==> config.mk <==
export PLATFORM = sky130hd
export DESIGN_NAME = tcc_top
export DESIGN_NICKNAME = d
export VERILOG_FILES = /design/src/tcc_pkg.sv /design/src/tcc_sync3.sv /design/src/tcc_top.sv
export SDC_FILE = /design/constraint.sdc
export NUM_CORES = 1
export LEC_CHECK = 0
export ABC_AREA = 1
export ABC_CLOCK_PERIOD_IN_PS = 2100
export BUFFER_PORTS_ARGS = -buffer_cell sky130_fd_sc_hd__buf_2
export CAP_MARGIN = 20
export CELL_PAD_IN_SITES_DETAIL_PLACEMENT = 0
export CELL_PAD_IN_SITES_GLOBAL_PLACEMENT = 1
export CORE_MARGIN = 8
export CORE_UTILIZATION = 40
export DETAILED_ROUTE_END_ITERATION = 16
export GPL_ROUTABILITY_DRIVEN = 0
export PLACE_DENSITY = 0.79
export SLEW_MARGIN = 0
export SYNTH_ARGS = -nofsm -noshare
export SYNTH_HDL_FRONTEND = slang
export SYNTH_SLANG_ARGS = --single-unit
==> constraint.sdc <==
create_clock -name clk -period 2.1 [get_ports clk]
set_input_delay 0.105 -clock clk [delete_from_list [all_inputs] [get_ports clk]]
set_output_delay 0.105 -clock clk [all_outputs]
set_load 0.1 [all_outputs]
==> src/tcc_pkg.sv <==
// constants, field layouts and carrier types of the timer capture/compare block
// assumes one 100 MHz clock and an on-chip dma controller on the same clock
//
// Summary of operation
// - 16-bit counter with capture and compare channel
// - capture event latches counter into capture value
// - compare match toggles the compare output pin
// - every channel event raises interrupt or dma
// - mask bit 6 capture dma, bit 3 compare
// - capture dma enable set: captured value goes dma
// - compare dma enable set: dma reloads compare value
// - dma moves the word without processor help
// - own block done clears matching dma enable
// - cleared enable: events raise interrupts instead
// - only own block done clears; legacy mode wrong
// - intervening higher priority also loses pending request
// - top level interrupt delays pending dma request
package tcc_pkg;

	localparam int CNT_W = 16;
	localparam int ADDR_W = 12;
	localparam int ID_W = 3;

	// register indices; byte address is four times the index
	localparam logic [9:0] IDX_CTRL = 10'h000;
	localparam logic [9:0] IDX_STATUS = 10'h001;
	localparam logic [9:0] IDX_IRQ_EN = 10'h002;
	localparam logic [9:0] IDX_COUNT = 10'h003;
	localparam logic [9:0] IDX_CAPTURE = 10'h004;
	localparam logic [9:0] IDX_COMPARE = 10'h005;
	localparam logic [9:0] IDX_MASK = 10'h0FF;

	// control register fields
	localparam int CTRL_RUN = 0;
	localparam int CTRL_LEGACY = 1;
	localparam int CTRL_PRESC_LSB = 4;
	localparam int PRESC_W = 4;
	localparam logic [7:0] CTRL_RESET = 8'h00;

	// irq/dma mask register fields
	localparam int MASK_CMP_DMA = 3;
	localparam int MASK_CAP_DMA = 6;
	localparam logic [7:0] MASK_RESET = 8'h00;

	// status register: sticky, write one to clear
	localparam int ST_W = 4;
	localparam int ST_CAP = 0;
	localparam int ST_CMP = 1;
	localparam int ST_DONE = 2;
	localparam int ST_LOST = 3;

	localparam logic [CNT_W-1:0] COMPARE_RESET = 16'hFFFF;

	localparam logic [1:0] RESP_OKAY = 2'h0;
	localparam logic [1:0] RESP_SLVERR = 2'h2;

	typedef enum logic {
		CH_CAPTURE,
		CH_COMPARE
	} tcc_chan_e;

	// request side towards the dma controller
	typedef struct packed {
		logic req;
		tcc_chan_e sel;
		logic [CNT_W-1:0] wdata;
	} tcc_dma_req_s;

	// answer side from the dma controller
	typedef struct packed {
		logic ack;
		logic [CNT_W-1:0] rdata;
		logic done;
		logic [ID_W-1:0] done_id;
		tcc_chan_e done_sel;
	} tcc_dma_rsp_s;

endpackage

==> src/tcc_sync3.sv <==
// three-stage synchroniser with agreement filter for one pin
// assumes the pin is asynchronous to clk
`timescale 1ns/1ps
`default_nettype none
module tcc_sync3 (
	// clock and reset
	input wire logic clk,
	input wire logic rst_n,
	// pin and filtered level
	input wire logic pin,
	output logic level
);
	logic s1_reg, s2_reg, s3_reg, level_reg, level_next;

	// level follows only once stages two and three agree
	always_comb begin
		level_next = (s2_reg == s3_reg) ? s3_reg : level_reg;
	end

	always_ff @(posedge clk or negedge rst_n) begin
		if (!rst_n) begin
			s1_reg <= 1'b0;
			s2_reg <= 1'b0;
			s3_reg <= 1'b0;
			level_reg <= 1'b0;
		end else begin
			s1_reg <= pin;
			s2_reg <= s1_reg;
			s3_reg <= s2_reg;
			level_reg <= level_next;
		end
	end

	assign level = level_reg;
endmodule
`default_nettype wire

==> src/tcc_top.sv <==
// capture/compare channel 0 of an event timer with interrupt or dma per event
// assumes an axi4-lite master and a dma controller clocked by clk
`timescale 1ns/1ps
`default_nettype none
module tcc_top #(
	parameter logic [tcc_pkg::ID_W-1:0] OWN_ID = 3'h0
) (
	// clock and reset
	input wire logic clk,
	input wire logic rst_n,
	// axi4-lite write channels
	input wire logic [tcc_pkg::ADDR_W-1:0] s_axi_awaddr,
	input wire logic s_axi_awvalid,
	output logic s_axi_awready,
	input wire logic [31:0] s_axi_wdata,
	input wire logic [3:0] s_axi_wstrb,
	input wire logic s_axi_wvalid,
	output logic s_axi_wready,
	output logic [1:0] s_axi_bresp,
	output logic s_axi_bvalid,
	input wire logic s_axi_bready,
	// axi4-lite read channels
	input wire logic [tcc_pkg::ADDR_W-1:0] s_axi_araddr,
	input wire logic s_axi_arvalid,
	output logic s_axi_arready,
	output logic [31:0] s_axi_rdata,
	output logic [1:0] s_axi_rresp,
	output logic s_axi_rvalid,
	input wire logic s_axi_rready,
	// timer pins
	input wire logic capture_pin,
	output logic compare_pin,
	// dma controller
	output var tcc_pkg::tcc_dma_req_s dma_req,
	input wire tcc_pkg::tcc_dma_rsp_s dma_rsp,
	input wire logic top_irq_hold,
	// interrupt
	output logic irq
);
	import tcc_pkg::*;

	// true when a byte address selects the register at index idx
	function automatic logic reg_hit(input logic [ADDR_W-1:0] addr, input logic [9:0] idx);
		reg_hit = (addr[ADDR_W-1:2] == idx);
	endfunction

	// byte-lane merge of a write into the low bits of a register
	function automatic logic [31:0] merge(input logic [31:0] old, input logic [31:0] wd,
			input logic [3:0] strb);
		logic [31:0] r;
		r = old;
		for (int i = 0; i < 4; i++) begin
			if (strb[i]) begin
				r[i*8 +: 8] = wd[i*8 +: 8];
			end
		end
		merge = r;
	endfunction

	////////////////////////////////////////////////////////////////////////////////
	// bus slave

	logic aw_hold_reg, aw_hold_next, w_hold_reg, w_hold_next;
	logic [ADDR_W-1:0] aw_addr_reg, aw_addr_next;
	logic [31:0] w_data_reg, w_data_next;
	logic [3:0] w_strb_reg, w_strb_next;
	logic bvalid_reg, bvalid_next, rvalid_reg, rvalid_next;
	logic [1:0] bresp_reg, bresp_next, rresp_reg, rresp_next;
	logic [31:0] rdata_reg, rdata_next;
	logic wr_fire, wr_mapped, rd_mapped;
	logic [31:0] rd_word;

	// registers as seen by the bus
	logic [7:0] ctrl_reg, ctrl_next, mask_reg, mask_next;
	logic [ST_W-1:0] status_reg, status_next, irq_en_reg, irq_en_next;
	logic [CNT_W-1:0] count_reg, count_next, capture_reg, capture_next;
	logic [CNT_W-1:0] compare_reg, compare_next;

	assign wr_fire = aw_hold_reg && w_hold_reg && !bvalid_reg;

	// address decode shared by the write response and the read mux
	always_comb begin
		wr_mapped = reg_hit(aw_addr_reg, IDX_CTRL) || reg_hit(aw_addr_reg, IDX_STATUS)
			|| reg_hit(aw_addr_reg, IDX_IRQ_EN) || reg_hit(aw_addr_reg, IDX_COMPARE)
			|| reg_hit(aw_addr_reg, IDX_MASK) || reg_hit(aw_addr_reg, IDX_COUNT)
			|| reg_hit(aw_addr_reg, IDX_CAPTURE);
		rd_mapped = 1'b1;
		rd_word = 32'h0000_0000;
		if (reg_hit(s_axi_araddr, IDX_CTRL)) begin
			rd_word[7:0] = ctrl_reg;
		end else if (reg_hit(s_axi_araddr, IDX_STATUS)) begin
			rd_word[ST_W-1:0] = status_reg;
		end else if (reg_hit(s_axi_araddr, IDX_IRQ_EN)) begin
			rd_word[ST_W-1:0] = irq_en_reg;
		end else if (reg_hit(s_axi_araddr, IDX_COUNT)) begin
			rd_word[CNT_W-1:0] = count_reg;
		end else if (reg_hit(s_axi_araddr, IDX_CAPTURE)) begin
			rd_word[CNT_W-1:0] = capture_reg;
		end else if (reg_hit(s_axi_araddr, IDX_COMPARE)) begin
			rd_word[CNT_W-1:0] = compare_reg;
		end else if (reg_hit(s_axi_araddr, IDX_MASK)) begin
			rd_word[7:0] = mask_reg;
		end else begin
			rd_mapped = 1'b0;
		end
	end

	// address and data are taken in either order; one write and one read in flight
	always_comb begin
		aw_hold_next = aw_hold_reg;
		aw_addr_next = aw_addr_reg;
		w_hold_next = w_hold_reg;
		w_data_next = w_data_reg;
		w_strb_next = w_strb_reg;
		bvalid_next = bvalid_reg;
		bresp_next = bresp_reg;
		rvalid_next = rvalid_reg;
		rresp_next = rresp_reg;
		rdata_next = rdata_reg;
		if (s_axi_awvalid && !aw_hold_reg) begin
			aw_hold_next = 1'b1;
			aw_addr_next = s_axi_awaddr;
		end
		if (s_axi_wvalid && !w_hold_reg) begin
			w_hold_next = 1'b1;
			w_data_next = s_axi_wdata;
			w_strb_next = s_axi_wstrb;
		end
		if (wr_fire) begin
			aw_hold_next = 1'b0;
			w_hold_next = 1'b0;
			bvalid_next = 1'b1;
			bresp_next = wr_mapped ? RESP_OKAY : RESP_SLVERR;
		end else if (bvalid_reg && s_axi_bready) begin
			bvalid_next = 1'b0;
		end
		if (s_axi_arvalid && !rvalid_reg) begin
			rvalid_next = 1'b1;
			rdata_next = rd_word;
			rresp_next = rd_mapped ? RESP_OKAY : RESP_SLVERR;
		end else if (rvalid_reg && s_axi_rready) begin
			rvalid_next = 1'b0;
		end
	end

	always_ff @(posedge clk or negedge rst_n) begin
		if (!rst_n) begin
			aw_hold_reg <= 1'b0;
			aw_addr_reg <= '0;
			w_hold_reg <= 1'b0;
			w_data_reg <= 32'h0000_0000;
			w_strb_reg <= 4'h0;
			bvalid_reg <= 1'b0;
			bresp_reg <= RESP_OKAY;
			rvalid_reg <= 1'b0;
			rresp_reg <= RESP_OKAY;
			rdata_reg <= 32'h0000_0000;
		end else begin
			aw_hold_reg <= aw_hold_next;
			aw_addr_reg <= aw_addr_next;
			w_hold_reg <= w_hold_next;
			w_data_reg <= w_data_next;
			w_strb_reg <= w_strb_next;
			bvalid_reg <= bvalid_next;
			bresp_reg <= bresp_next;
			rvalid_reg <= rvalid_next;
			rresp_reg <= rresp_next;
			rdata_reg <= rdata_next;
		end
	end

	assign s_axi_awready = !aw_hold_reg;
	assign s_axi_wready = !w_hold_reg;
	assign s_axi_bvalid = bvalid_reg;
	assign s_axi_bresp = bresp_reg;
	assign s_axi_arready = !rvalid_reg;
	assign s_axi_rvalid = rvalid_reg;
	assign s_axi_rresp = rresp_reg;
	assign s_axi_rdata = rdata_reg;

	////////////////////////////////////////////////////////////////////////////////
	// timer core and dma handshake

	logic cap_level, cap_level_d_reg, cap_edge, tick, cap_evt, cmp_evt;
	logic [PRESC_W-1:0] div_reg, div_next;
	logic pin_reg, pin_next;
	logic cap_pend_reg, cap_pend_next, cmp_pend_reg, cmp_pend_next;
	logic dma_busy, serve_ack, foreign_done;
	tcc_chan_e serve_sel;
	logic [ST_W-1:0] st_set, st_clr;
	logic [31:0] wword;

	tcc_sync3 u_cap_sync (
		.clk(clk),
		.rst_n(rst_n),
		.pin(capture_pin),
		.level(cap_level)
	);

	assign cap_edge = cap_level && !cap_level_d_reg;
	assign tick = ctrl_reg[CTRL_RUN]
		&& (div_reg == ctrl_reg[CTRL_PRESC_LSB +: PRESC_W]);
	assign cap_evt = cap_edge;
	assign cmp_evt = tick && (count_reg == compare_reg);
	// capture is served first; a top-level interrupt holds the request back
	assign dma_busy = (cap_pend_reg || cmp_pend_reg) && !top_irq_hold;
	assign serve_sel = cap_pend_reg ? CH_CAPTURE : CH_COMPARE;
	assign serve_ack = dma_busy && dma_rsp.ack;
	assign foreign_done = dma_rsp.done && (dma_rsp.done_id != OWN_ID);

	always_comb begin
		ctrl_next = ctrl_reg;
		mask_next = mask_reg;
		irq_en_next = irq_en_reg;
		count_next = count_reg;
		capture_next = capture_reg;
		compare_next = compare_reg;
		div_next = div_reg;
		pin_next = pin_reg;
		cap_pend_next = cap_pend_reg;
		cmp_pend_next = cmp_pend_reg;
		st_set = '0;
		st_clr = '0;
		wword = 32'h0000_0000;
		// prescaled 16-bit up counter
		if (ctrl_reg[CTRL_RUN]) begin
			div_next = tick ? '0 : div_reg + 1'b1;
		end
		if (tick) begin
			count_next = count_reg + 1'b1;
		end
		if (cmp_evt) begin
			pin_next = !pin_reg;
		end
		if (cap_evt) begin
			capture_next = count_reg;
		end
		// word moved by the dma controller, no processor involved
		if (serve_ack) begin
			if (serve_sel == CH_CAPTURE) begin
				cap_pend_next = 1'b0;
			end else begin
				cmp_pend_next = 1'b0;
				compare_next = dma_rsp.rdata;
			end
		end
		// a block done tagged with our identity ends our dma; in legacy mode a foreign one ends it too
		if (dma_rsp.done && (dma_rsp.done_id == OWN_ID)) begin
			st_set[ST_DONE] = 1'b1;
			if (dma_rsp.done_sel == CH_CAPTURE) begin
				mask_next[MASK_CAP_DMA] = 1'b0;
			end else begin
				mask_next[MASK_CMP_DMA] = 1'b0;
			end
		end else if (foreign_done && ctrl_reg[CTRL_LEGACY] && dma_busy) begin
			// legacy mode: a foreign block done kills our pending request
			st_set[ST_LOST] = 1'b1;
			if (serve_sel == CH_CAPTURE) begin
				mask_next[MASK_CAP_DMA] = 1'b0;
				cap_pend_next = 1'b0;
			end else begin
				mask_next[MASK_CMP_DMA] = 1'b0;
				cmp_pend_next = 1'b0;
			end
		end
		// route each event to dma or, failing that, to the interrupt
		if (cap_evt) begin
			if (mask_reg[MASK_CAP_DMA] && !cap_pend_reg) begin
				cap_pend_next = 1'b1;
			end else begin
				st_set[ST_CAP] = 1'b1;
			end
		end
		if (cmp_evt) begin
			if (mask_reg[MASK_CMP_DMA] && !cmp_pend_reg) begin
				cmp_pend_next = 1'b1;
			end else begin
				st_set[ST_CMP] = 1'b1;
			end
		end
		// software writes come last so a re-enable overrides a same-cycle clear
		if (wr_fire) begin
			if (reg_hit(aw_addr_reg, IDX_CTRL)) begin
				wword = merge({24'h000000, ctrl_reg}, w_data_reg, w_strb_reg);
				ctrl_next = wword[7:0];
			end else if (reg_hit(aw_addr_reg, IDX_IRQ_EN)) begin
				wword = merge({28'h0000000, irq_en_reg}, w_data_reg, w_strb_reg);
				irq_en_next = wword[ST_W-1:0];
			end else if (reg_hit(aw_addr_reg, IDX_COMPARE)) begin
				wword = merge({16'h0000, compare_reg}, w_data_reg, w_strb_reg);
				compare_next = wword[CNT_W-1:0];
			end else if (reg_hit(aw_addr_reg, IDX_MASK)) begin
				wword = merge({24'h000000, mask_reg}, w_data_reg, w_strb_reg);
				mask_next = wword[7:0];
			end else if (reg_hit(aw_addr_reg, IDX_STATUS) && w_strb_reg[0]) begin
				st_clr = w_data_reg[ST_W-1:0];
			end
		end
		// sticky flags: a new event beats a clear in the same cycle
		status_next = (status_reg & ~st_clr) | st_set;
	end

	always_ff @(posedge clk or negedge rst_n) begin
		if (!rst_n) begin
			ctrl_reg <= CTRL_RESET;
			mask_reg <= MASK_RESET;
			irq_en_reg <= '0;
			status_reg <= '0;
			count_reg <= '0;
			capture_reg <= '0;
			compare_reg <= COMPARE_RESET;
			div_reg <= '0;
			pin_reg <= 1'b0;
			cap_pend_reg <= 1'b0;
			cmp_pend_reg <= 1'b0;
			cap_level_d_reg <= 1'b0;
		end else begin
			ctrl_reg <= ctrl_next;
			mask_reg <= mask_next;
			irq_en_reg <= irq_en_next;
			status_reg <= status_next;
			count_reg <= count_next;
			capture_reg <= capture_next;
			compare_reg <= compare_next;
			div_reg <= div_next;
			pin_reg <= pin_next;
			cap_pend_reg <= cap_pend_next;
			cmp_pend_reg <= cmp_pend_next;
			cap_level_d_reg <= cap_level;
		end
	end

	// request is a handshake level; the data word is the registered capture
	always_comb begin
		dma_req.req = dma_busy;
		dma_req.sel = serve_sel;
		dma_req.wdata = capture_reg;
	end

	assign compare_pin = pin_reg;
	assign irq = |(status_reg & irq_en_reg);
endmodule
`default_nettype wire
==> reports/results.tsv <==
metric	value	unit
run status	completed	
share of cells above drive strength 1	19.0	%
Synth area leaders	dfrtp_1 (41%), nand2_1 (14%), dfstp_2 (5.8%)	
initial antenna violation count	0	
CP required	2.45	ns
First-pass DRT Iterations	5	
Layout area overhead	24.6	%
Clk network pwr share	30.5	%
most common cell in the synthesized netlist	nand2_1	
R2R depth	10	
Core Util, Final	50.6	%
Post-Layout Inst Area	9030	um2
final hold violation count	0	
Sw Pwr	4.00	mW
synth cell count leaders	nand2_1 (261), dfrtp_1 (118), inv_1 (108)	
number of synthesized flops with an enable pin	0	
fraction of registers with async set/reset	100	%
port bufs	111	
cts repair resizes	0	
WL/cell	15.6	um
Yosys reg bits	134	
Bufs on Longest Clock Path	2	
Setup WS post-layout	0.247	ns
total number of vias	6515	
die span in y	151	um
Synth Warn #	0	
worst path buffer plus inverter count	1	
Sink Count	134	
Overflow after GRT	0	
FP Rows	49	
die width	151	um
HP Class	in -> reg	
Vias per Instance	4.91	
combinational share of power	32.0	%
RSZ-0062 raised after global routing	false	
arrival time at the worst endpoint	2.20	ns
sw frac	39.2	%
Critical Path Start Type	flip-flop	
cell count along the critical path	10	
Synth top area share	40.8	%
core box area	17800	um2
Setup CP Type	reg -> reg	
max-cap viol count	0	
worst slew pin tran	0.626	ns
Starting Density	40.6	%
CTS H-tree depth	4	
CP Cell Sequence	nor2_1, nand3_2, inv_1, nand3_1, nor2_2, nor2_1, nand3_2, nand2_1, nand2_1, nand2_1	
first-pass GRT wire length	33700	um
Peak VDD IR	1140	uV
FMAX	540	MHz
mapped cell area	7250	um2
diode count	0	
dominant cell type by area after synthesis	dfrtp_1	
clock latency on the worst-skew pair	0.41	ns
fin crit period	1.85	ns
endpoints failing setup	0	
Worst setup startpoint	aw_addr_reg[7]$_DFFE_PN0P_	
Clock transition at path regs	0.06	ns
worst setup path endpoint	compare_reg[11]$_DFFE_PN1P_	
worst flop-to-flop path endpoint	compare_reg[11]$_DFFE_PN1P_	
Nets	1181	
CTS tree	yes	
Mapped Cells	937	
PwrDens	1130	nW/um2
syn_area_per_cell	7.73	um2
synth unique cells	40	
Final TNS setup	0	ns
Slew Limit Fails	0	
Crit Reg-Reg Startpoint	aw_addr_reg[7]$_DFFE_PN0P_	
Crit Path Max Fanout	16	
Post-DP Area	8090	um2
Tcrit/Tclk final	88.2	%
Crit path max-delay family	simple AND/OR/NAND/NOR gates	
dpl ws	0.252	ns
number of global-route vias before repair	6459	
GRT Overall Usage	18.7	%
Internal	6.19	mW
crit-path max cell delay	0.39	ns
Seq/Total Area, Yosys	46.6	%
Max Clock Skew	0.00644	ns
Detail Route Antenna Nets	0	
DRC	0	
pin count of the biggest net entering global routing	57	
worst hold margin	0.0559	ns
sequential share of power	37.5	%
FF-to-FF setup slack	0.25	ns
top-level I/O count	152	
drt total wl	20700	um
die area	22700	um2
Root Buffer	clkbuf_16	
P_leak	4.54	nW
top_reg_cell synth	dfrtp_1	
CP max stage cell	dfrtp_1	
Crit path top cell by count	nand2_1	
Starting DRT DRC Count	427	
Rel. slew slack	57.9	%
DP HPWL	15900	um
Setup crit end kind	flip-flop	
total CTS buffers	17	
-- layout make-up --
| cell class | count | area [um2] |
|---|---|---|
| sequential | 134 | 3380 |
| fill | 1756 | 8810 |
| clock buffer | 17 | 425 |
| clock inverter | 13 | 183 |
| tap | 229 | 287 |
| inverter | 113 | 428 |
| timing repair buffer | 168 | 1110 |
| multi-input combinational | 654 | 3220 |
-- cell usage in the layout (no fill, tap or decap), types with 15 or more instances in the layout --
master	count
nand4_1	36
buf_2	110
dlygate4sd3_1	33
conb_1	18
nor2_1	72
o21ai_0	80
buf_4	21
mux2_2	16
inv_1	107
nand3_1	58
nand2_1	260
clkbuf_16	17
a21oi_1	33
dfstp_2	16
nor3_1	15
xor2_1	24
dfrtp_1	117
-- tightest hold or removal path, delay by kind of cell --
family | cells | cell delay, ns
compound gates | 1 | 0.08
simple gates | 1 | 0.08
buf+inv | 2 | 0.16
-- power groups by stage --
stage	Sequential, mW	Clock [mW]	Combinational (mW)
6_report	3.82	3.11	3.27
5_1_grt	3.89	3.26	3.61
4_1_cts	3.81	3.15	3.28
3_5_place_dp	3.86	0	3.22
3_3_place_gp	3.84	0	3.19
2_1_floorplan	3.97	0	2.20
-- per-layer routing --
metal  global-route usage (%)  up-vias  share of wire, %
li1                         -     3299                 -
met1                     26.3     3026                49
met2                     28.9      180                45
met3                     4.33       10               6.1
met4                     3.86        0              0.65
met5                        0        -                 0
-- what timing repair did --
action | CTS | global route
endpoints found under the hold margin | 78 | 0
hold buffers | 33 | 0
setup buffers | 0 | 0
-- worst min path at each step --
stage	cells after the start	to	start
after CTS	4	status_reg[2]$_DFF_PN0_	dma_rsp[3]
after global placement	1	s_axi_rdata[10]$_DFFE_PN0P_	rst_n
after floorplan	0	aw_addr_reg[10]$_DFFE_PN0P_	rst_n
after detailed placement	1	s_axi_rdata[11]$_DFFE_PN0P_	rst_n
after global routing	4	status_reg[2]$_DFF_PN0_	dma_rsp[3]
final	4	status_reg[2]$_DFF_PN0_	dma_rsp[3]
-- logic make-up after synthesis --
group | share of synthesized area [%]
flops | 46.6
simple gates | 27.6
other cells | 0.0518
mux | 3.04
buf+inv | 9.91
xor+xnor | 3.14
compound gates | 9.24
fa+ha+maj | 0.483
-- stage by stage --
| stage | total power [mW] | instances |
|---|---|---|
| floorplan | 6.17 | 954 |
| global placement | 7.03 | 1265 |
| detailed placement | 7.08 | 1265 |
| CTS | 10.2 | 1328 |
| global route | 10.8 | 1328 |
| finish | 10.2 | 1328 |
Power figures use the tool's default switching activity.
